### config.mk
export PLATFORM = sky130hd
export DESIGN_NAME = lsb_link_status
export DESIGN_NICKNAME = d
export VERILOG_FILES = /design/src/rtl/lsb_pkg.sv /design/src/rtl/lsb_activity.sv /design/src/rtl/lsb_link_status.sv
export SDC_FILE = /design/constraint.sdc
export NUM_CORES = 1
export LEC_CHECK = 0
export ABC_CLOCK_PERIOD_IN_PS = 2500
export BUFFER_PORTS_ARGS = -buffer_cell sky130_fd_sc_hd__buf_4
export CELL_PAD_IN_SITES_DETAIL_PLACEMENT = 1
export CELL_PAD_IN_SITES_GLOBAL_PLACEMENT = 1
export CORE_MARGIN = 3
export CORE_UTILIZATION = 40
export CTS_BUF_LIST = sky130_fd_sc_hd__clkbuf_2 sky130_fd_sc_hd__clkbuf_4 sky130_fd_sc_hd__clkbuf_8
export DETAILED_ROUTE_END_ITERATION = 7
export PLACE_DENSITY = 0.81
export SLEW_MARGIN = 20
export SYNTH_ARGS = -nofsm -noshare
export SYNTH_HDL_FRONTEND = slang
export SYNTH_SLANG_ARGS = --single-unit
export TNS_END_PERCENT = 50
### constraint.sdc
create_clock -name sys_clk -period 2.5 [get_ports sys_clk]
set_input_delay 0.5 -clock sys_clk [delete_from_list [all_inputs] [get_ports sys_clk]]
set_output_delay 0.5 -clock sys_clk [all_outputs]
set_load 0.02 [all_outputs]
### src/rtl/lsb_pkg.sv
/*
 * Shared constants and carrier types for the link status and backup control block.
 * Assumes a single 20 MHz system clock that stands in for the reference clock.
 */
package lsb_pkg;

    // ==========================================================
    // Clock and timing
    localparam int CLK_PERIOD_NS = 50;
    localparam int STRETCH_MIN_NS = 1300000;
    localparam int STRETCH_MAX_NS = 2700000;
    // A least time rounds up, a longest time rounds down.
    localparam int STRETCH_MIN_CYC = (STRETCH_MIN_NS + CLK_PERIOD_NS - 1) / CLK_PERIOD_NS;
    localparam int STRETCH_MAX_CYC = STRETCH_MAX_NS / CLK_PERIOD_NS;
    localparam int STRETCH_CNT_W = 16;
    // The strap is read a few microseconds after power-up, once the pin has settled.
    localparam int STRAP_DELAY_NS = 2000;
    localparam int STRAP_DELAY_CYC = (STRAP_DELAY_NS + CLK_PERIOD_NS - 1) / CLK_PERIOD_NS;
    localparam int STRAP_CNT_W = 8;

    // ==========================================================
    // Reset values and media lane indices
    localparam logic BACKUP_DISABLE_RST = 1'b0;
    localparam logic MEDIA_COPPER = 1'b0;
    localparam logic MEDIA_FIBER = 1'b1;

    // ==========================================================
    // Types
    typedef enum logic [1:0] {
        LSB_BK_WAIT = 2'b00,
        LSB_BK_SAMPLE = 2'b01,
        LSB_BK_OUTPUT = 2'b10
    } lsb_backup_state_e;

    typedef struct packed {
        logic link_100;
        logic link_10;
        logic neg_rx;
        logic packet;
    } lsb_media_status_s;

endpackage
### src/rtl/lsb_activity.sv
/*
 * Activity indicator driver for one receive pair, with packet pulse stretching.
 * Assumes inputs synchronous to sys_clk and a registered speed-driven level.
 */
`timescale 1ns/1ps

module lsb_activity #(
    parameter int STRETCH_CYCLES = lsb_pkg::STRETCH_MIN_CYC
)
(
    input wire logic sys_clk,
    input wire logic resetn,
    input wire logic speed_driven,
    input wire logic neg_rx,
    input wire logic packet,
    output logic act_out,
    output logic act_oe
);

    // ==========================================================
    // Stretch counter
    localparam logic [lsb_pkg::STRETCH_CNT_W-1:0] LOAD =
        lsb_pkg::STRETCH_CNT_W'(STRETCH_CYCLES);
    localparam logic [lsb_pkg::STRETCH_CNT_W-1:0] ONE = lsb_pkg::STRETCH_CNT_W'(1);

    logic [lsb_pkg::STRETCH_CNT_W-1:0] cnt;
    logic next_oe;

    always_ff @(posedge sys_clk or negedge resetn)
    begin
        if (!resetn)
        begin
            cnt <= '0;
        end
        else if (!speed_driven)
        begin
            cnt <= '0;
        end
        else if (packet)
        begin
            cnt <= LOAD;
        end
        else if (cnt != '0)
        begin
            cnt <= cnt - 1'b1;
        end
    end

    // ==========================================================
    // Indicator drive
    always_comb
    begin
        if (!speed_driven)
        begin
            next_oe = neg_rx;
        end
        else
        begin
            // The pulse lasts exactly STRETCH_CYCLES, counting the last packet cycle.
            next_oe = packet || (cnt > ONE);
        end
    end

    always_ff @(posedge sys_clk or negedge resetn)
    begin
        if (!resetn)
        begin
            act_oe <= 1'b0;
            act_out <= 1'b1;
        end
        else
        begin
            act_oe <= next_oe;
            act_out <= !next_oe;
        end
    end

    // ==========================================================
    // Checks
    a_neg_low_drive: assert property (@(posedge sys_clk) disable iff (!resetn)
        !speed_driven && neg_rx |=> act_oe && !act_out)
        else $error("activity not low on negotiation");
    a_packet_low_drive: assert property (@(posedge sys_clk) disable iff (!resetn)
        speed_driven && packet |=> act_oe && !act_out)
        else $error("activity not low on packet");
    a_stretch_hold: assert property (@(posedge sys_clk) disable iff (!resetn)
        STRETCH_CYCLES >= 8 && speed_driven && packet ##1 speed_driven [*7] |=> act_oe)
        else $error("activity pulse ended too early");
    a_release_idle: assert property (@(posedge sys_clk) disable iff (!resetn)
        speed_driven && !packet && cnt <= ONE |=> !act_oe)
        else $error("activity driven without cause");
    a_stretch_restart: assert property (@(posedge sys_clk) disable iff (!resetn)
        speed_driven && packet |=> cnt == LOAD)
        else $error("stretch count not restarted");

    c_packet_seen: cover property (@(posedge sys_clk) disable iff (!resetn)
        speed_driven && packet ##1 !packet [*3]);
    c_neg_seen: cover property (@(posedge sys_clk) disable iff (!resetn)
        !speed_driven && neg_rx);

endmodule

### src/rtl/lsb_link_status.sv
/*
 * Top of the link status and backup control block: fiber receive gating,
 * power-up strap of the backup pin, speed and activity indicator drive.
 * Assumes all inputs synchronous to sys_clk; pads resolve the three-state pins.
 */
`timescale 1ns/1ps

// Function
// - In PECL mode fiber receive data passes only while signal detect is high.
// - At power-up the backup pin is sampled once into the backup disable bit.
// - A high strap sets the disable bit, turning the backup link off.
// - Management may overwrite the disable bit any time after power-up.
// - After power-up the backup pin becomes an active-high enable output.
// - Copper speed pin high at 100 Mbps, low at 10, otherwise released.
// - Fiber speed pin high at 100 Mbps, low at 10, otherwise released.
// - Copper speed released: copper activity low while negotiation signalling arrives.
// - Copper speed driven: copper activity low while a packet is detected.
// - Each copper packet indication is stretched to the minimum visible width.
// - Copper activity released when neither negotiation nor stretched packet applies.
// - Fiber activity follows the copper behaviour for the fiber pair.
// - All logic, stretch timers included, runs from the single reference clock.
module lsb_link_status #(
    parameter int STRETCH_CYCLES = lsb_pkg::STRETCH_MIN_CYC,
    parameter int STRAP_CYCLES = lsb_pkg::STRAP_DELAY_CYC
)
(
    input wire logic sys_clk,
    input wire logic resetn,
    input wire logic fiber_pecl_mode,
    input wire logic fiber_signal_detect_in,
    input wire logic fiber_rx_data_in,
    output logic fiber_rx_data,
    output logic fiber_rx_valid,
    input wire logic backup_link_pin_in,
    output logic backup_link_pin_out,
    output logic backup_link_pin_oe,
    input wire logic backup_enable_req,
    input wire logic mgmt_wr,
    input wire logic mgmt_wdata,
    output logic backup_disable_bit,
    input wire lsb_pkg::lsb_media_status_s copper_status,
    input wire lsb_pkg::lsb_media_status_s fiber_status,
    output logic copper_speed_indicator_out,
    output logic copper_speed_indicator_oe,
    output logic fiber_speed_indicator_out,
    output logic fiber_speed_indicator_oe,
    output logic copper_activity_indicator_out,
    output logic copper_activity_indicator_oe,
    output logic fiber_activity_indicator_out,
    output logic fiber_activity_indicator_oe
);

    // ==========================================================
    // Elaboration checks
    if (STRETCH_CYCLES < 2 || STRETCH_CYCLES > lsb_pkg::STRETCH_MAX_CYC)
    begin : g_bad_stretch
        $error("STRETCH_CYCLES out of range");
    end
    if (STRAP_CYCLES < 1 || STRAP_CYCLES >= (1 << lsb_pkg::STRAP_CNT_W))
    begin : g_bad_strap
        $error("STRAP_CYCLES out of range");
    end

    // ==========================================================
    // Fiber receive gating
    // Outside PECL mode the detect pin is unused, so data always passes.
    logic next_rx_valid;

    assign next_rx_valid = !fiber_pecl_mode || fiber_signal_detect_in;

    always_ff @(posedge sys_clk or negedge resetn)
    begin
        if (!resetn)
        begin
            fiber_rx_data <= 1'b0;
            fiber_rx_valid <= 1'b0;
        end
        else
        begin
            fiber_rx_valid <= next_rx_valid;
            fiber_rx_data <= next_rx_valid & fiber_rx_data_in;
        end
    end

    // ==========================================================
    // Backup pin strap and output
    localparam logic [lsb_pkg::STRAP_CNT_W-1:0] STRAP_LAST =
        lsb_pkg::STRAP_CNT_W'(STRAP_CYCLES - 1);

    lsb_pkg::lsb_backup_state_e bk_state;
    logic [lsb_pkg::STRAP_CNT_W-1:0] strap_cnt;

    always_ff @(posedge sys_clk or negedge resetn)
    begin
        if (!resetn)
        begin
            bk_state <= lsb_pkg::LSB_BK_WAIT;
            strap_cnt <= '0;
        end
        else
        begin
            case (bk_state)
                lsb_pkg::LSB_BK_WAIT:
                begin
                    strap_cnt <= strap_cnt + 1'b1;
                    if (strap_cnt == STRAP_LAST)
                    begin
                        bk_state <= lsb_pkg::LSB_BK_SAMPLE;
                    end
                end
                lsb_pkg::LSB_BK_SAMPLE:
                begin
                    bk_state <= lsb_pkg::LSB_BK_OUTPUT;
                end
                lsb_pkg::LSB_BK_OUTPUT:
                begin
                    bk_state <= lsb_pkg::LSB_BK_OUTPUT;
                end
                default:
                begin
                    bk_state <= lsb_pkg::LSB_BK_WAIT;
                end
            endcase
        end
    end

    // Writes arriving before the strap is taken are dropped: the strap owns the bit until then.
    always_ff @(posedge sys_clk or negedge resetn)
    begin
        if (!resetn)
        begin
            backup_disable_bit <= lsb_pkg::BACKUP_DISABLE_RST;
        end
        else if (bk_state == lsb_pkg::LSB_BK_SAMPLE)
        begin
            backup_disable_bit <= backup_link_pin_in;
        end
        else if (bk_state == lsb_pkg::LSB_BK_OUTPUT && mgmt_wr)
        begin
            backup_disable_bit <= mgmt_wdata;
        end
    end

    always_ff @(posedge sys_clk or negedge resetn)
    begin
        if (!resetn)
        begin
            backup_link_pin_oe <= 1'b0;
            backup_link_pin_out <= 1'b0;
        end
        else
        begin
            backup_link_pin_oe <= (bk_state == lsb_pkg::LSB_BK_OUTPUT);
            backup_link_pin_out <= (bk_state == lsb_pkg::LSB_BK_OUTPUT) &&
                backup_enable_req && !backup_disable_bit;
        end
    end

    // ==========================================================
    // Speed and activity indicators, one lane per receive pair
    lsb_pkg::lsb_media_status_s status [2];
    logic spd_out [2];
    logic spd_oe [2];
    logic act_out [2];
    logic act_oe [2];

    assign status[lsb_pkg::MEDIA_COPPER] = copper_status;
    assign status[lsb_pkg::MEDIA_FIBER] = fiber_status;

    for (genvar m = 0; m < 2; m++)
    begin : g_lane
        always_ff @(posedge sys_clk or negedge resetn)
        begin
            if (!resetn)
            begin
                spd_out[m] <= 1'b0;
                spd_oe[m] <= 1'b0;
            end
            else
            begin
                // A 100 Mbps indication wins if both are reported at once.
                spd_out[m] <= status[m].link_100;
                spd_oe[m] <= status[m].link_100 || status[m].link_10;
            end
        end

        lsb_activity #(
            .STRETCH_CYCLES(STRETCH_CYCLES)
        ) u_act (
            .sys_clk(sys_clk),
            .resetn(resetn),
            .speed_driven(spd_oe[m]),
            .neg_rx(status[m].neg_rx),
            .packet(status[m].packet),
            .act_out(act_out[m]),
            .act_oe(act_oe[m])
        );
    end

    assign copper_speed_indicator_out = spd_out[lsb_pkg::MEDIA_COPPER];
    assign copper_speed_indicator_oe = spd_oe[lsb_pkg::MEDIA_COPPER];
    assign fiber_speed_indicator_out = spd_out[lsb_pkg::MEDIA_FIBER];
    assign fiber_speed_indicator_oe = spd_oe[lsb_pkg::MEDIA_FIBER];
    assign copper_activity_indicator_out = act_out[lsb_pkg::MEDIA_COPPER];
    assign copper_activity_indicator_oe = act_oe[lsb_pkg::MEDIA_COPPER];
    assign fiber_activity_indicator_out = act_out[lsb_pkg::MEDIA_FIBER];
    assign fiber_activity_indicator_oe = act_oe[lsb_pkg::MEDIA_FIBER];

    // ==========================================================
    // Checks
    a_fiber_gate_block: assert property (@(posedge sys_clk) disable iff (!resetn)
        fiber_pecl_mode && !fiber_signal_detect_in |=> !fiber_rx_valid && !fiber_rx_data)
        else $error("fiber data passed without signal detect");
    a_strap_load: assert property (@(posedge sys_clk) disable iff (!resetn)
        bk_state == lsb_pkg::LSB_BK_SAMPLE |=>
        backup_disable_bit == $past(backup_link_pin_in))
        else $error("strap not loaded");
    a_strap_high_off: assert property (@(posedge sys_clk) disable iff (!resetn)
        bk_state == lsb_pkg::LSB_BK_SAMPLE && backup_link_pin_in |=> ##1 !backup_link_pin_out)
        else $error("backup enabled despite high strap");
    a_mgmt_overwrite: assert property (@(posedge sys_clk) disable iff (!resetn)
        bk_state == lsb_pkg::LSB_BK_OUTPUT && mgmt_wr |=>
        backup_disable_bit == $past(mgmt_wdata))
        else $error("management write lost");
    a_pin_output: assert property (@(posedge sys_clk) disable iff (!resetn)
        bk_state == lsb_pkg::LSB_BK_OUTPUT |=> backup_link_pin_oe &&
        backup_link_pin_out == ($past(backup_enable_req) && !$past(backup_disable_bit)))
        else $error("backup output wrong");
    a_pin_input: assert property (@(posedge sys_clk) disable iff (!resetn)
        bk_state == lsb_pkg::LSB_BK_WAIT |=> !backup_link_pin_oe)
        else $error("backup pin driven during strap");
    a_copper_speed: assert property (@(posedge sys_clk) disable iff (!resetn)
        copper_status.link_10 && !copper_status.link_100 |=>
        copper_speed_indicator_oe && !copper_speed_indicator_out)
        else $error("copper speed wrong at 10 Mbps");
    a_fiber_speed: assert property (@(posedge sys_clk) disable iff (!resetn)
        !fiber_status.link_10 && !fiber_status.link_100 |=> !fiber_speed_indicator_oe)
        else $error("fiber speed driven without signal");

    c_strap_high: cover property (@(posedge sys_clk) disable iff (!resetn)
        bk_state == lsb_pkg::LSB_BK_SAMPLE && backup_link_pin_in);
    c_backup_on: cover property (@(posedge sys_clk) disable iff (!resetn)
        backup_link_pin_oe && backup_link_pin_out);
    c_fiber_block: cover property (@(posedge sys_clk) disable iff (!resetn)
        fiber_pecl_mode && !fiber_signal_detect_in);

endmodule

* Word level (Yosys, flattened, before mapping)
Cells that the tools add are included.
Widths: inputs -> output; s select.
** Operators by class
- Multipliers :: 0
- Muxes and demuxes :: 12
- Equal/unequal tests :: 6
- Reduce and logical (&&, ||, !) cells :: 17
- Bitwise operators :: 1
- $lt $le $gt $ge :: 2
- Shifts and indexed selects :: 0
- Divide/modulo/power cells :: 0
- Add/subtract/negate cells :: 3
** Operators by type and width (count)
- $mux 16 :: 6
- $gt 16x1->1 const B :: 2
- $reduce_bool 16->1 :: 2
- $sub 16x1->16 const B :: 2
- $add 8x1->8 const B :: 1
- $eq 8x6->1 const B :: 1
- $ne 3x2->1 const B :: 2
- $logic_or 1x1->1 :: 5
- $logic_not 1->1 :: 4
- $mux 1 :: 4
- $pmux 2 s2 :: 1
- $logic_and 1x1->1 :: 3
- $eq 2x1->1 const B :: 1
- $eq 2x2->1 const B :: 1
- $logic_not 2->1 :: 1
- $mux 2 :: 1
- $ne 2x2->1 const B :: 1
- $reduce_bool 2->1 :: 1
- $reduce_or 2->1 :: 1
- $and 1x1->1 :: 1
** Word-level totals
- ROM bits :: 0
- Output and inout bits :: 13
- Bits in latches :: 0
- Bits of input ports :: 17
- RAM bits :: 0
- Memories kept :: 0
- Bits in registers :: 55

* Longest topological paths before layout
Gate-level depths: netlist of the first run.
- Depth in word-level cells :: 4
- Mapped depth :: 7

* Cells and area by module
A second synthesis of the first run with hierarchy kept.
** Second synthesis, totals
- Cells, all modules :: 285
- Area, all modules :: 3110.5 um^2
** By module, submodules not included
- lsb_activity :: cells an instance 113, area an instance 1169.9 um^2, instances 2, seq. area each 451.7 um^2
- lsb_link_status :: cells an instance 59, area an instance 770.7 um^2, instances 1, seq. area each 475.5 um^2

* Worst setup path after synthesis of the first run
Ideal clock, no wire load.
- Path type :: register -> register
- Start :: reg g_lane[1].u_act.cnt[0] in the netlist's numbering
- End :: reg g_lane[1].u_act.cnt[11] in the netlist's numbering
- Slack :: 0.395 ns
- Arrival time :: 1.981 ns
- Data required time :: 2.376 ns
- Path buffers :: 1
- Cell stages (with the launch flop) :: 8
- Setup time :: 0.124 ns
- Path through :: dfrtp_1 > inv_1 > ha_1 > clkbuf_1 > or4b_2 > nor4_1 > or4_1 > nand2_1
** On the way
- Word-level cells in the longest chain between the ends :: 4
- Elaborated cells on any way between the ends :: 6
** RTL lines
- start: declaration :: RTL line lsb_activity.sv:26 : logic [lsb_pkg::STRETCH_CNT_W-1:0] cnt;
- start signal: assignment :: RTL line lsb_activity.sv:45 : cnt <= cnt - 1'b1;
- $sub 16x1->16 :: RTL line lsb_activity.sv:45
- $mux 16 :: RTL line lsb_activity.sv:43 : else if (cnt != '0)
- $mux 16 :: RTL line lsb_activity.sv:39 : else if (packet)
- $mux 16 :: RTL line lsb_activity.sv:35 : else if (!speed_driven)
Parallel ways exist; a longest one is shown, timed or not. The select of a mux whose other input is x is not followed.
A chain may end at the register's enable or synchronous reset.

* Worst setup path in the final report of the first run
- Start :: reg g_lane[0].u_act.cnt[0] in the netlist's numbering
- End :: reg g_lane[0].u_act.cnt[15] in the netlist's numbering
** On the way
- Word-level cells in the longest chain between the ends :: 4
- Elaborated cells on any way between the ends :: 6
** RTL lines (RTL line)
- start: declaration :: lsb_activity.sv:26
- start signal: assignment :: lsb_activity.sv:45
- $sub 16x1->16 :: lsb_activity.sv:45
- $mux 16 :: lsb_activity.sv:43
- $mux 16 :: lsb_activity.sv:39
- $mux 16 :: lsb_activity.sv:35
Parallel ways exist; a longest one is shown, timed or not. The select of a mux whose other input is x is not followed.

==> key figures, run 1 <==
Global route
  – First-pass GRT wire length: between 10000 and 15000 µm
  – Largest net degree at the start of global routing: 56
  – Grt ovf: 0
  – Layer with the highest usage: met2
  – M2 GR Usage: 0.328
  – GRT Total Usage: 0.187
  – Grt met1 use: 0.231
  – Antenna violations before repair: 0
  – Vias in the first global route: 2395
  – Met3 global-route usage: 0.0323

Floorplanning
  – # IOs: 30
  – Die ar.: 8020 µm²
  – Starting Density: 0.425
  – FP Rows: 29
  – Core area: approximately 6600 µm²
  – Die Height: 89.5 µm
  – Die width: 89.5 µm

Clock tree
  – Clock-pin slew of the registers on the worst-case setup and hold paths: between 0.1 and 0.15 ns
  – Clock Sink Count: 55
  – Clock Latency Late Sink: approximately 0.31 ns
  – Post-CTS Hold Fix Bufs: 0
  – H-tree levels: 2
  – Post-cts gate resize count: 0
  – Clock root buffer: clkbuf_8
  – Max clock buf depth: 2
  – Post-CTS Setup Inserts: 0
  – CTS tree: yes
  – CTS Buf Count: 5

Setup path
  – Crit Path Class: reg -> reg
  – Crit-path max FO: 5
  – Startpoint Class: flop
  – WP data required: about 2.7 ns
  – R2r setup slk: 0.27 ns
  – CP Capture Type: flop
  – Crit path DAT: 2.43 ns

Place
  – Final RePlAce weighted congestion: 0.775
  – Dpl cell area: 3150 µm²
  – Dpl cells: 392
  – Port buffer count: 29
  – Final HPWL DP: 5000 µm

Power
  – Worst VDD drop: between 0.0002 and 0.0003 V
  – PwrDens: 595 nW/µm²
  – P_leak: 1.35 nW

STA
  – RSZ-0062 raised after global routing: no
  – Final Hold Fails: 0
  – Clock Skew: between 0.009 and 0.01 ns
  – Maximum clock frequency: around 0.45 GHz
  – Max_slew headroom: 0.530
  – Setup tns final: 0 ns
  – Final Hold Slack: 0.226 ns
  – Final slew viol count: 0
  – Final worst-path cycle share: 0.893
  – Final min period: 2.23 ns
  – Worst-Margin Slew: a little over 0.7 ns
  – Finish-stage setup viols: 0

Synthesis
  – Post-synthesis adder-cell area fraction: 0.0403
  – Post-Syn Area per Cell: between 10 and 15 µm²
  – Synth Net Count: slightly below 300
  – Yosys reg bits: between 50 and 60
  – Largest family of logic cells by synthesized area: simple AND/OR/NAND/NOR gates
  – Post-synthesis cell area: about 2800 µm²
  – Mux share of post-synthesis cell area: 0.0220
  – Warnings, synthesis: 0
  – Synth Instances: roughly 270
  – Post-Synth Simple-Gate Area: 0.249
  – Synth Area in Compound Gates: 0.128
  – Post-synthesis sequential area ratio: 0.494
  – Distinct cells, synth: 53
  – XOR/XNOR share of the synthesized area: 0.0439

Detailed routing
  – ANT nets after route: 0
  – DRC Markers: 0
  – Vias/cell: ~5.6
  – DR WL/cell: ~17 µm
  – Pre-Repair DR Iteration Count: 4
  – Via count: roughly 2200
  – Initial DRC Count: 81
  – Final WL: 6840 µm

Layout
  – Layout Utilization: 0.494
  – # diodes: 0
  – Post-route cell area: 3240 µm²
  – Synth-to-Final Area Change: 16.2%
  – Nets: 332
  – Layout Cells excl Fill: 400
  – Share of cells above drive strength 1: 0.212

Min path
  – Worst min path class: in -> async

Status
  – Status: completed

Run
  – Max Cap Viol: 0
[registers in the layout, indices dropped and copies added, names as in the netlist, 2 cells and up]
register	count
g_lane.u_act.act_out	2
bk_state	2
g_lane.u_act.act_oe	2
g_lane.u_act.cnt	32
strap_cnt	8
[cell usage after synthesis (all sizes together)]
| library cell | number | area (µm²) |
|---|---|---|
| o21ai | 15 | 78.8 |
| nor3 | 4 | 20.0 |
| or3 | 12 | 77.6 |
| o22ai | 2 | 12.5 |
| nand4bb | 1 | 11.3 |
| buf | 1 | 3.75 |
| or4 | 9 | 75.1 |
| nor4b | 2 | 17.5 |
| inv | 12 | 45.0 |
| nor2b | 3 | 18.8 |
| xor2 | 6 | 52.6 |
| and4 | 1 | 8.76 |
| nor4 | 12 | 96.3 |
| a211oi | 3 | 22.5 |
| and2 | 1 | 6.26 |
| o2111ai | 1 | 8.76 |
| o31ai | 6 | 50.1 |
| nand4b | 1 | 8.76 |
| nand2b | 4 | 25.0 |
| or4b | 1 | 10.0 |
| dfrtp | 53 | 1330 |
| or2 | 5 | 31.3 |
| or3b | 3 | 26.3 |
| mux2i | 2 | 20.0 |
| nand3 | 9 | 45.0 |
| o211ai | 5 | 37.5 |
| nor2 | 16 | 76.3 |
| nor3b | 2 | 15.0 |
| xnor2 | 8 | 70.1 |
| o41ai | 3 | 26.3 |
| a31oi | 3 | 18.8 |
| o311ai | 1 | 8.76 |
| a311o | 1 | 10.0 |
| clkbuf | 4 | 15.0 |
| nand4 | 5 | 31.3 |
| mux2 | 3 | 41.3 |
| nand2 | 21 | 86.3 |
| dfstp | 2 | 52.6 |
| a21oi | 15 | 75.1 |
| ha | 9 | 113 |
| o22a | 1 | 8.76 |
| nand3b | 1 | 7.51 |
[cell families after synthesis]
group / after synthesis
AOI/OAI and AO/OA: 56
xor gates and xnor gates: 14
adders and majority gates: 9
buffers and inverters: 17
DFF: 55
muxes: 5
and+or+nand+nor: 113
[layout make-up]
cell class	count	area, µm²
Inverter	12	45.0
Multi-Input combinational cell	197	1350
Timing Repair Buffer	35	263
Sequential cell	55	1380
Fill cell	736	3320
Clock inverter	3	22.5
Clock buffer	5	68.8
Tap cell	93	116
[final timing paths]
| kind | from | to | cells after the start |
|---|---|---|---|
| hold reg to reg | backup_disable_bit | backup_link_pin_out | 1 |
| max in group asynchronous | resetn | g_lane[1].u_act.cnt[1] | 1 |
| min in group sys_clk | copper_status[3] | copper_speed_indicator_out | 1 |
| hold / removal | resetn | g_lane[0].u_act.act_oe | 1 |
| setup / recovery | g_lane[0].u_act.cnt[0] | g_lane[0].u_act.cnt[15] | 6 |
| setup reg to reg | g_lane[0].u_act.cnt[0] | g_lane[0].u_act.cnt[15] | 6 |
[report_power, final]
| part | leakage [nW] | switching [mW] | internal (mW) |
|---|---|---|---|
| clock network | 0.0485 | 0.311 | 0.202 |
| registers | 0.668 | 0.0817 | 0.951 |
| logic | 0.637 | 0.222 | 0.162 |
| total | 1.35 | 0.615 | 1.31 |
[through the flow]
step	setup WS [ns]	total power, mW
after floorplan	0.395	1.27
after global placement	0.290	1.41
after detailed placement	0.247	1.43
after CTS	0.283	1.96
after global routing	0.00543	2.03
final	0.268	1.93
[worst max-delay path, cell delays in order, from the launching register on]
cell	delay, ns
dfrtp_1	0.43
inv_1	0.12
ha_1	0.24
or3b_2	0.51
nor4_1	0.52
nor4_1	0.16
mux2i_1	0.15
[cell usage in the layout (no fill, tap or decap), types with 6 or more instances in the layout]
master / n
xor2_1: 6
inv_1: 12
or3_1: 10
nor4_1: 10
xnor2_1: 8
buf_4: 35
nor2_1: 15
nand2_1: 20
o21ai_0: 14
dfrtp_1: 53
or4_1: 7
ha_1: 9
a21oi_1: 15
nand3_1: 9
[routing by layer]
layer | wire length (µm) | share of wire | vias up
met5 | 0 | 0 | -
met1 | 3020 | 0.44 | 1128
met3 | 178 | 0.026 | 9
met2 | 3560 | 0.52 | 33
li1 | - | - | 1073
met4 | 84 | 0.012 | 0
No activity file was read; power rests on OpenSTA's default activity.
==> inputs of run 2 (changes only) <==
--- a/config.mk
+++ b/config.mk
@@ -5,6 +5,7 @@
 export SDC_FILE = /design/constraint.sdc
 export NUM_CORES = 1
 export LEC_CHECK = 0
+export ABC_AREA = 1
 export ABC_CLOCK_PERIOD_IN_PS = 2500
 export BUFFER_PORTS_ARGS = -buffer_cell sky130_fd_sc_hd__buf_4
 export CELL_PAD_IN_SITES_DETAIL_PLACEMENT = 1
@@ -13,7 +14,7 @@
 export CORE_UTILIZATION = 40
 export CTS_BUF_LIST = sky130_fd_sc_hd__clkbuf_2 sky130_fd_sc_hd__clkbuf_4 sky130_fd_sc_hd__clkbuf_8
 export DETAILED_ROUTE_END_ITERATION = 7
-export PLACE_DENSITY = 0.81
+export PLACE_DENSITY = 0.84
 export SLEW_MARGIN = 20
 export SYNTH_ARGS = -nofsm -noshare
 export SYNTH_HDL_FRONTEND = slang
==> run 2 against run 1 <==
  * Clock skew barely moved
  * Die area increased by 9.4%
  * Clock-buffer cell count increased by 1
  * Global-route usage up 0.64 points
  * Combinational power is 10% higher
==> key figures, run 2 <==
Status
  – Status: completed (unchanged)

Clock tree
  – Clock root buffer: clkbuf_8 (unchanged)
  – H-tree levels: 2 (unchanged)
  – CTS Buf Count: 5 (unchanged)
  – Post-cts gate resize count: 0 (unchanged)
  – Post-CTS Hold Fix Bufs: 0 (unchanged)
  – Clock-pin slew of the registers on the worst-case setup and hold paths: 0.10 ns (was 0.11 ns)
  – CTS tree: yes (unchanged)
  – Clock Latency Late Sink: 0.31 ns (about the same)
  – Post-CTS Setup Inserts: 0 (unchanged)
  – Clock Sink Count: 55 (unchanged)
  – Max clock buf depth: 2 (unchanged)

Setup path
  – Instance count on the critical path: 9 (was 6)
  – Crit path to: g_lane[1].u_act.cnt[13] (was g_lane[0].u_act.cnt[15])
  – Reg2reg end: g_lane[1].u_act.cnt[13] (was g_lane[0].u_act.cnt[15])
  – Worst R2R Path Depth: 9 (was 6)
  – Critical Path Source: g_lane[1].u_act.cnt[0] (was g_lane[0].u_act.cnt[0])
  – CP Capture Type: flop (unchanged)
  – Crit path cell chain: inv_1 -> ha_1 -> nand2_4 -> nor2_8 -> nand3_4 -> nand2_2 -> inv_2 -> nand2_1 -> inv_1 (was inv_1 -> ha_1 -> or3b_2 -> nor4_1 -> nor4_1 -> mux2i_1)
  – R2r setup slk: 0.87 ns (was 0.27 ns)
  – Most Frequent Cell on Critical Path: inv_1 (was nor4_1)
  – Crit path DAT: 1.85 ns (was 2.43 ns)
  – Startpoint Class: flop (unchanged)
  – Buf/Inv on CP: 3 (was 1)
  – Crit Path Class: reg -> reg (unchanged)
  – Worst path slowest cell: dfrtp_1 (was nor4_1)
  – Worst r2r src: g_lane[1].u_act.cnt[0] (was g_lane[0].u_act.cnt[0])
  – WP data required: 2.71 ns (was 2.70 ns)
  – Slowest Stage Delay on Critical Path: 0.40 ns (was 0.52 ns)
  – CP top delay family: simple AND/OR/NAND/NOR gates (unchanged)
  – Crit-path max FO: 8 (was 5)

Run
  – Max Cap Viol: 0 (unchanged)

Global route
  – Met3 global-route usage: 0.0296 (was 0.0323)
  – Largest net degree at the start of global routing: 56 (unchanged)
  – First-pass GRT wire length: 13500 µm (was 11600 µm)
  – Antenna violations before repair: 0 (unchanged)
  – M2 GR Usage: 0.340 (was 0.328)
  – GRT Total Usage: 0.194 (was 0.187)
  – Layer with the highest usage: met2 (unchanged)
  – Vias in the first global route: 2882 (was 2395)
  – Grt met1 use: 0.242 (was 0.231)
  – Grt ovf: 0 (unchanged)

Power
  – PwrDens: 604 nW/µm² (was 595 nW/µm²)
  – Logic pwr share: 0.198 (was 0.199)
  – Reg power frac: 0.469 (was 0.535)
  – P_leak: 1.79 nW (was 1.35 nW)
  – Pint: 1.50 mW (was 1.31 mW)
  – Worst VDD drop: 0.000339 V (was 0.000290 V)
  – Sw frac: 0.299 (was 0.319)
  – Overall Power: 2.14 mW (was 1.93 mW)
  – Clock power share: 0.333 (was 0.266)
  – Sw power: 0.639 mW (was 0.615 mW)

Floorplanning
  – Core area: 7370 µm² (was 6570 µm²)
  – Die Height: 93.7 µm (was 89.5 µm)
  – Starting Density: 0.417 (was 0.425)
  – Die width: 93.7 µm (was 89.5 µm)
  – # IOs: 30 (unchanged)
  – FP Rows: 31 (was 29)
  – Die ar.: 8770 µm² (was 8020 µm²)

Layout
  – Post-route cell area: 3540 µm² (was 3240 µm²)
  – Nets: 443 (was 332)
  – Biggest register: g_lane.u_act.cnt (unchanged)
  – Commonest non-fill, non-tap cell in the layout: nand2_1 (was dfrtp_1)
  – Layout Utilization: 0.480 (was 0.494)
  – Max FFs per register: 32 (unchanged)
  – Most frequent cells in the layout: nand2_1 (72), inv_1 (62), dfrtp_1 (53) (was dfrtp_1 (53), buf_4 (35), nand2_1 (20))
  – Layout fillers: 920 (was 736)
  – # diodes: 0 (unchanged)
  – Synth-to-Final Area Change: 15.1% (was 16.2%)
  – Multi-input logic area: 1430 µm² (was 1350 µm²)
  – Top flop regs: g_lane.u_act.cnt x32, strap_cnt x8 (unchanged)
  – Share of cells above drive strength 1: 0.189 (was 0.212)
  – FF/Latch Area: 1380 µm² (unchanged)

Synthesis
  – Distinct cells, synth: 31 (was 53)
  – Top cell type by total area after synthesis: dfrtp_1 (unchanged)
  – Synth async-reset ratio: 1.00 (unchanged)
  – Most used DFF post-synth: dfrtp_1 (unchanged)
  – Top cell type's share of synthesized area: 0.432 (was 0.475)
  – Post-synthesis cell area: 3070 µm² (was 2790 µm²)
  – Commonest cells post-synth: nand2_1 (72), inv_1 (62), dfrtp_1 (53) (was dfrtp_1 (53), nand2_1 (20), a21oi_1 (15), nor2_1 (15), o21ai_0 (14))
  – Dominant cells by area after synthesis: dfrtp_1 (43%), nand2_1 (8.8%), inv_1 (7.6%), nor2_1 (5.9%), nand3_1 (5.4%) (was dfrtp_1 (48%), ha_1 (4.0%), a21oi_1 (2.7%), nand2_1 (2.7%), o21ai_0 (2.5%))
  – Post-synthesis sequential area ratio: 0.449 (was 0.494)
  – Warnings, synthesis: 0 (unchanged)
  – Synth Instances: 383 (was 269)
  – Post-synth EDFFs: 0 (unchanged)
  – Yosys reg bits: 55 (unchanged)
  – Synth Net Count: 409 (was 295)
  – Post-Syn Area per Cell: 8.02 µm² (was 10.4 µm²)
  – Cell with the most instances after synthesis: nand2_1 (was dfrtp_1)

Place
  – Final HPWL DP: 5810 µm (was 5000 µm)
  – Worst slack, placed: 0.881 ns (was 0.247 ns)
  – Final RePlAce weighted congestion: 0.798 (was 0.775)
  – Port buffer count: 29 (unchanged)
  – Dpl cell area: 3400 µm² (was 3150 µm²)

Detailed routing
  – ANT nets after route: 0 (unchanged)
  – Pre-Repair DR Iteration Count: 4 (unchanged)
  – Via count: 2572 (was 2243)
  – DR WL/cell: 15.0 µm (was 17.1 µm)
  – Final WL: 7740 µm (was 6840 µm)
  – Vias/cell: 4.97 (was 5.61)
  – DRC Markers: 0 (unchanged)
  – Initial DRC Count: 109 (was 81)

STA
  – Max_slew headroom: 0.526 (was 0.530)
  – Final min period: 1.63 ns (was 2.23 ns)
  – Finish-stage setup viols: 0 (unchanged)
  – Final Hold Fails: 0 (unchanged)
  – RSZ-0062 raised after global routing: no (unchanged)
  – Final WS setup: 0.868 ns (was 0.268 ns)
  – Final worst-path cycle share: 0.653 (was 0.893)
  – Worst-Margin Slew: 0.711 ns (was 0.705 ns)
  – Maximum clock frequency: 0.613 GHz (was 0.448 GHz)
  – Setup tns final: 0 ns (unchanged)
  – Final slew viol count: 0 (unchanged)
  – Clock Skew: 0.00895 ns (was 0.00904 ns)

Min path
  – Worst min path class: in -> async (unchanged)
## run 2: logic make-up after synthesis
family                     after synthesis  synth area share
DFF                                     55             0.449
AOI/OAI and AO/OA                       32            0.0550
buffers and inverters                   70            0.0871
adders and majority gates                9            0.0366
xor gates and xnor gates                 9            0.0257
and+or+nand+nor                        208             0.347
## run 2: worst min-delay path by stage
stage / start / endpoint / slack (ns)
after floorplan: resetn / backup_disable_bit / 0.20
after global placement: backup_disable_bit / backup_link_pin_out / 0.45
after detailed placement: backup_disable_bit / backup_link_pin_out / 0.45
after CTS: resetn / g_lane[0].u_act.cnt[13] / 0.26
after global routing: resetn / g_lane[0].u_act.cnt[13] / 0.28
final: resetn / g_lane[0].u_act.cnt[13] / 0.22
## run 2: metal layers
| layer | vias to the layer above | wire [µm] |
|---|---|---|
| met5 | - | 0 |
| met4 | 0 | 165 |
| met3 | 14 | 139 |
| met2 | 25 | 4170 |
| met1 | 1268 | 3270 |
| li1 | 1265 | - |
## run 2: final cells by class
type,count,share of cell area
Clock inverter,2,0.0170
Tap cell,99,0.0350
Timing Repair Buffer,29,0.0615
Clock buffer,6,0.0216
Multi-Input combinational cell,258,0.403
Inverter,68,0.0721
Sequential cell,55,0.390
## run 2: through the flow
stage,std cells,hold slack [ns]
2_1_floorplan,383,0.204
3_3_place_gp,509,0.450
3_5_place_dp,509,0.448
4_1_cts,517,0.263
5_1_grt,517,0.279
6_report,517,0.225
## run 2: power by group through the flow
| stage | registers [mW] | clock network, mW | logic [mW] |
|---|---|---|---|
| 2_1_floorplan | 1.02 | 0 | 0.280 |
| 5_1_grt | 1.01 | 0.756 | 0.478 |
| 3_5_place_dp | 1.02 | 0 | 0.420 |
| 6_report | 1.00 | 0.712 | 0.424 |
| 3_3_place_gp | 1.01 | 0 | 0.401 |
| 4_1_cts | 1.00 | 0.726 | 0.428 |
==> inputs of run 3 (changes only) <==
--- a/config.mk
+++ b/config.mk
@@ -6,7 +6,7 @@
 export NUM_CORES = 1
 export LEC_CHECK = 0
 export ABC_AREA = 1
-export ABC_CLOCK_PERIOD_IN_PS = 2500
+export ABC_CLOCK_PERIOD_IN_PS = 1500
 export BUFFER_PORTS_ARGS = -buffer_cell sky130_fd_sc_hd__buf_4
 export CELL_PAD_IN_SITES_DETAIL_PLACEMENT = 1
 export CELL_PAD_IN_SITES_GLOBAL_PLACEMENT = 1
@@ -14,7 +14,7 @@
 export CORE_UTILIZATION = 40
 export CTS_BUF_LIST = sky130_fd_sc_hd__clkbuf_2 sky130_fd_sc_hd__clkbuf_4 sky130_fd_sc_hd__clkbuf_8
 export DETAILED_ROUTE_END_ITERATION = 7
-export PLACE_DENSITY = 0.84
+export PLACE_DENSITY = 0.87
 export SLEW_MARGIN = 20
 export SYNTH_ARGS = -nofsm -noshare
 export SYNTH_HDL_FRONTEND = slang
==> constraint.sdc (replaced) <==
create_clock -name sys_clk -period 1.5 [get_ports sys_clk]
set_input_delay 0.3 -clock sys_clk [delete_from_list [all_inputs] [get_ports sys_clk]]
set_output_delay 0.3 -clock sys_clk [all_outputs]
set_load 0.02 [all_outputs]
==> run 3 against run 2 <==
  * Setup slack worse by 0.82 ns
  * Sequential power up 68%
  * Clock-buffer cell count unchanged
  * Clock skew up 0.0019 ns
  * Flip-flop and latch count unchanged
  * Critical path depth down 1
  * Combinational power up 100%
  * Core utilization up 3.9 points
  * Die area unchanged
  * Final area up 8.2%
  * Fmax up 12%
  * Critical path type unchanged
  * Critical endpoint is now g_lane[0].u_act.cnt[12]
==> key figures, run 3 (same netlist as run 2, synthesis figures left out) <==
STA
  – Worst-Margin Slew: 0.357 ns (was 0.711 ns)
  – Final min period: 1.45 ns (was 1.63 ns)
  – Max_slew headroom: 0.762 (was 0.526)
  – Final slew viol count: 0 (unchanged)
  – Maximum clock frequency: 0.688 GHz (was 0.613 GHz)
  – Final worst-path cycle share: 0.969 (was 0.653)
  – Final Hold Fails: 0 (unchanged)
  – Finish-stage setup viols: 0 (unchanged)
  – Setup tns final: 0 ns (unchanged)
  – Final Hold Slack: 0.0955 ns (was 0.225 ns)
  – Clock Skew: 0.0109 ns (was 0.00895 ns)

Setup path
  – Worst path slowest cell: dfrtp_1 (unchanged)
  – CP Capture Type: flop (unchanged)
  – Slowest Stage Delay on Critical Path: 0.41 ns (was 0.40 ns)
  – Most Frequent Cell on Critical Path: nand2_1 (was inv_1)
  – Crit path DAT: 1.70 ns (was 1.85 ns)
  – Startpoint Class: flop (unchanged)
  – WP data required: 1.75 ns (was 2.71 ns)
  – Crit path cell chain: nor2_2 -> nand2_2 -> buf_4 -> nor3_2 -> nand2_1 -> nand2_1 -> nand2_1 -> nor2_1 (was inv_1 -> ha_1 -> nand2_4 -> nor2_8 -> nand3_4 -> nand2_2 -> inv_2 -> nand2_1 -> inv_1)
  – Worst r2r src: g_lane[0].u_act.cnt[8] (was g_lane[1].u_act.cnt[0])
  – Crit Path Class: reg -> reg (unchanged)
  – Reg2reg end: g_lane[0].u_act.cnt[12] (was g_lane[1].u_act.cnt[13])
  – Crit-path max FO: 3 (was 8)
  – Worst R2R Path Depth: 8 (was 9)
  – R2r setup slk: 0.05 ns (was 0.87 ns)

Min path
  – Worst min path class: in -> reg (was in -> async)
  – Hold EP: copper_speed_indicator_out
  – Hold depth: 1
  – Hold Crit Start: copper_status[3]

Global route
  – GRT Total Usage: 0.196 (was 0.194)
  – Grt met1 use: 0.244 (was 0.242)
  – Layer with the highest usage: met2 (unchanged)
  – M2 GR Usage: 0.347 (was 0.340)
  – Met3 global-route usage: 0.0288 (was 0.0296)
  – Grt ovf: 0 (unchanged)
  – First-pass GRT wire length: 13600 µm (was 13500 µm)
  – Vias in the first global route: 2943 (was 2882)
  – Largest net degree at the start of global routing: 25 (was 56)
  – Antenna violations before repair: 0 (unchanged)

Power
  – P_leak: 1.90 nW (was 1.79 nW)
  – Sw frac: 0.318 (was 0.299)
  – Overall Power: 3.56 mW (was 2.14 mW)
  – Pint: 2.43 mW (was 1.50 mW)
  – Sw power: 1.13 mW (was 0.639 mW)
  – Clock power share: 0.288 (was 0.333)
  – PwrDens: 929 nW/µm² (was 604 nW/µm²)
  – Worst VDD drop: 0.000429 V (was 0.000339 V)
  – Logic pwr share: 0.240 (was 0.198)
  – Reg power frac: 0.473 (was 0.469)

Floorplanning
  – Starting Density: 0.417 (unchanged)
  – Die width: 93.7 µm (unchanged)
  – Die Height: 93.7 µm (unchanged)
  – # IOs: 30 (unchanged)
  – Core area: 7370 µm² (unchanged)
  – FP Rows: 31 (unchanged)
  – Die ar.: 8770 µm² (unchanged)

Clock tree
  – Clock root buffer: clkbuf_8 (unchanged)
  – H-tree levels: 2 (unchanged)
  – CTS Buf Count: 5 (unchanged)
  – CTS tree: yes (unchanged)
  – Clock-pin slew of the registers on the worst-case setup and hold paths: 0.10 ns (about the same)
  – Clock Sink Count: 55 (unchanged)
  – Max clock buf depth: 2 (unchanged)
  – Clock Latency Late Sink: 0.31 ns (about the same)

Layout
  – Nets: 467 (was 443)
  – Max FFs per register: 32 (unchanged)
  – Top flop regs: g_lane.u_act.cnt x32, strap_cnt x8 (unchanged)
  – Share of cells above drive strength 1: 0.294 (was 0.189)
  – Biggest register: g_lane.u_act.cnt (unchanged)
  – Most frequent cells in the layout: nand2_1 (67), inv_1 (55), buf_4 (51) (was nand2_1 (72), inv_1 (62), dfrtp_1 (53))
  – Synth-to-Final Area Change: 24.6% (was 15.1%)
  – # diodes: 0 (unchanged)
  – Commonest non-fill, non-tap cell in the layout: nand2_1 (unchanged)

Place
  – Final RePlAce weighted congestion: 0.794 (was 0.798)
  – Final HPWL DP: 5940 µm (was 5810 µm)
  – Port buffer count: 29 (unchanged)

Detailed routing
  – Vias/cell: 4.98 (was 4.97)
  – Via count: 2696 (was 2572)
  – Final WL: 8270 µm (was 7740 µm)
  – ANT nets after route: 0 (unchanged)
  – DRC Markers: 0 (unchanged)
  – Pre-Repair DR Iteration Count: 4 (unchanged)
  – Initial DRC Count: 133 (was 109)
  – DR WL/cell: 15.3 µm (was 15.0 µm)

Status
  – Status: completed (unchanged)

Run
  – Max Cap Viol: 0 (unchanged)
==> run 3: worst max path at each step <==
stage	startpoint	end
after floorplan	g_lane[1].u_act.cnt[0]	g_lane[1].u_act.cnt[10]
after global placement	g_lane[1].u_act.cnt[1]	g_lane[1].u_act.cnt[13]
after detailed placement	g_lane[1].u_act.cnt[1]	g_lane[1].u_act.cnt[10]
after CTS	bk_state[0]	strap_cnt[5]
after global routing	g_lane[0].u_act.cnt[8]	g_lane[0].u_act.cnt[12]
final	g_lane[0].u_act.cnt[8]	g_lane[0].u_act.cnt[12]
==> run 3: power groups by stage <==
stage,clock [mW],sequential [mW],combinational (mW)
after floorplan,0,1.70,0.467
after global placement,0,1.69,0.727
after detailed placement,0,1.69,0.767
after CTS,1.05,1.67,0.778
after global routing,1.11,1.70,0.959
final,1.02,1.68,0.852
==> run 3: per-stage QoR <==
stage	util	instances	cell area [µm²]	setup slack, ns
CTS	0.496	533	3650	0.00259
global route	0.520	541	3830	-0.0812
finish	0.520	541	3830	0.0471
floorplan	-	383	3070	0.0810
detailed placement	0.479	524	3530	-0.0144
global placement	0.479	524	3530	0.0733
==> run 3: layout make-up <==
| class | instances | area (µm²) |
|---|---|---|
| Multi-Input combinational cell | 258 | 1540 |
| Clock buffer | 6 | 76.3 |
| Inverter | 68 | 255 |
| Sequential cell | 55 | 1380 |
| Tap cell | 99 | 124 |
| Fill cell | 931 | 3540 |
| Clock inverter | 2 | 37.5 |
| Timing Repair Buffer | 53 | 413 |
==> run 3: worst max-delay path: cells and delay by family (launching register included) <==
family	cells	cell delay, ns
simple gates	7	0.83
flops	1	0.41
buf+inv	1	0.16
==> run 3: layer usage <==
metal | part of all wire | wire [µm] | vias to the layer above
met1 | 0.44 | 3640 | 1325
met2 | 0.51 | 4240 | 39
met3 | 0.027 | 220 | 13
met5 | 0 | 0 | -
li1 | - | - | 1319
met4 | 0.020 | 168 | 0
==> run 3: repair_timing <==
item	CTS	global route
resized for setup	1	36
endpoints found under the setup margin	2	28
pin swaps	0	8
hold endpoints to repair	21	0
hold buffers	1	0
setup buffers	0	8
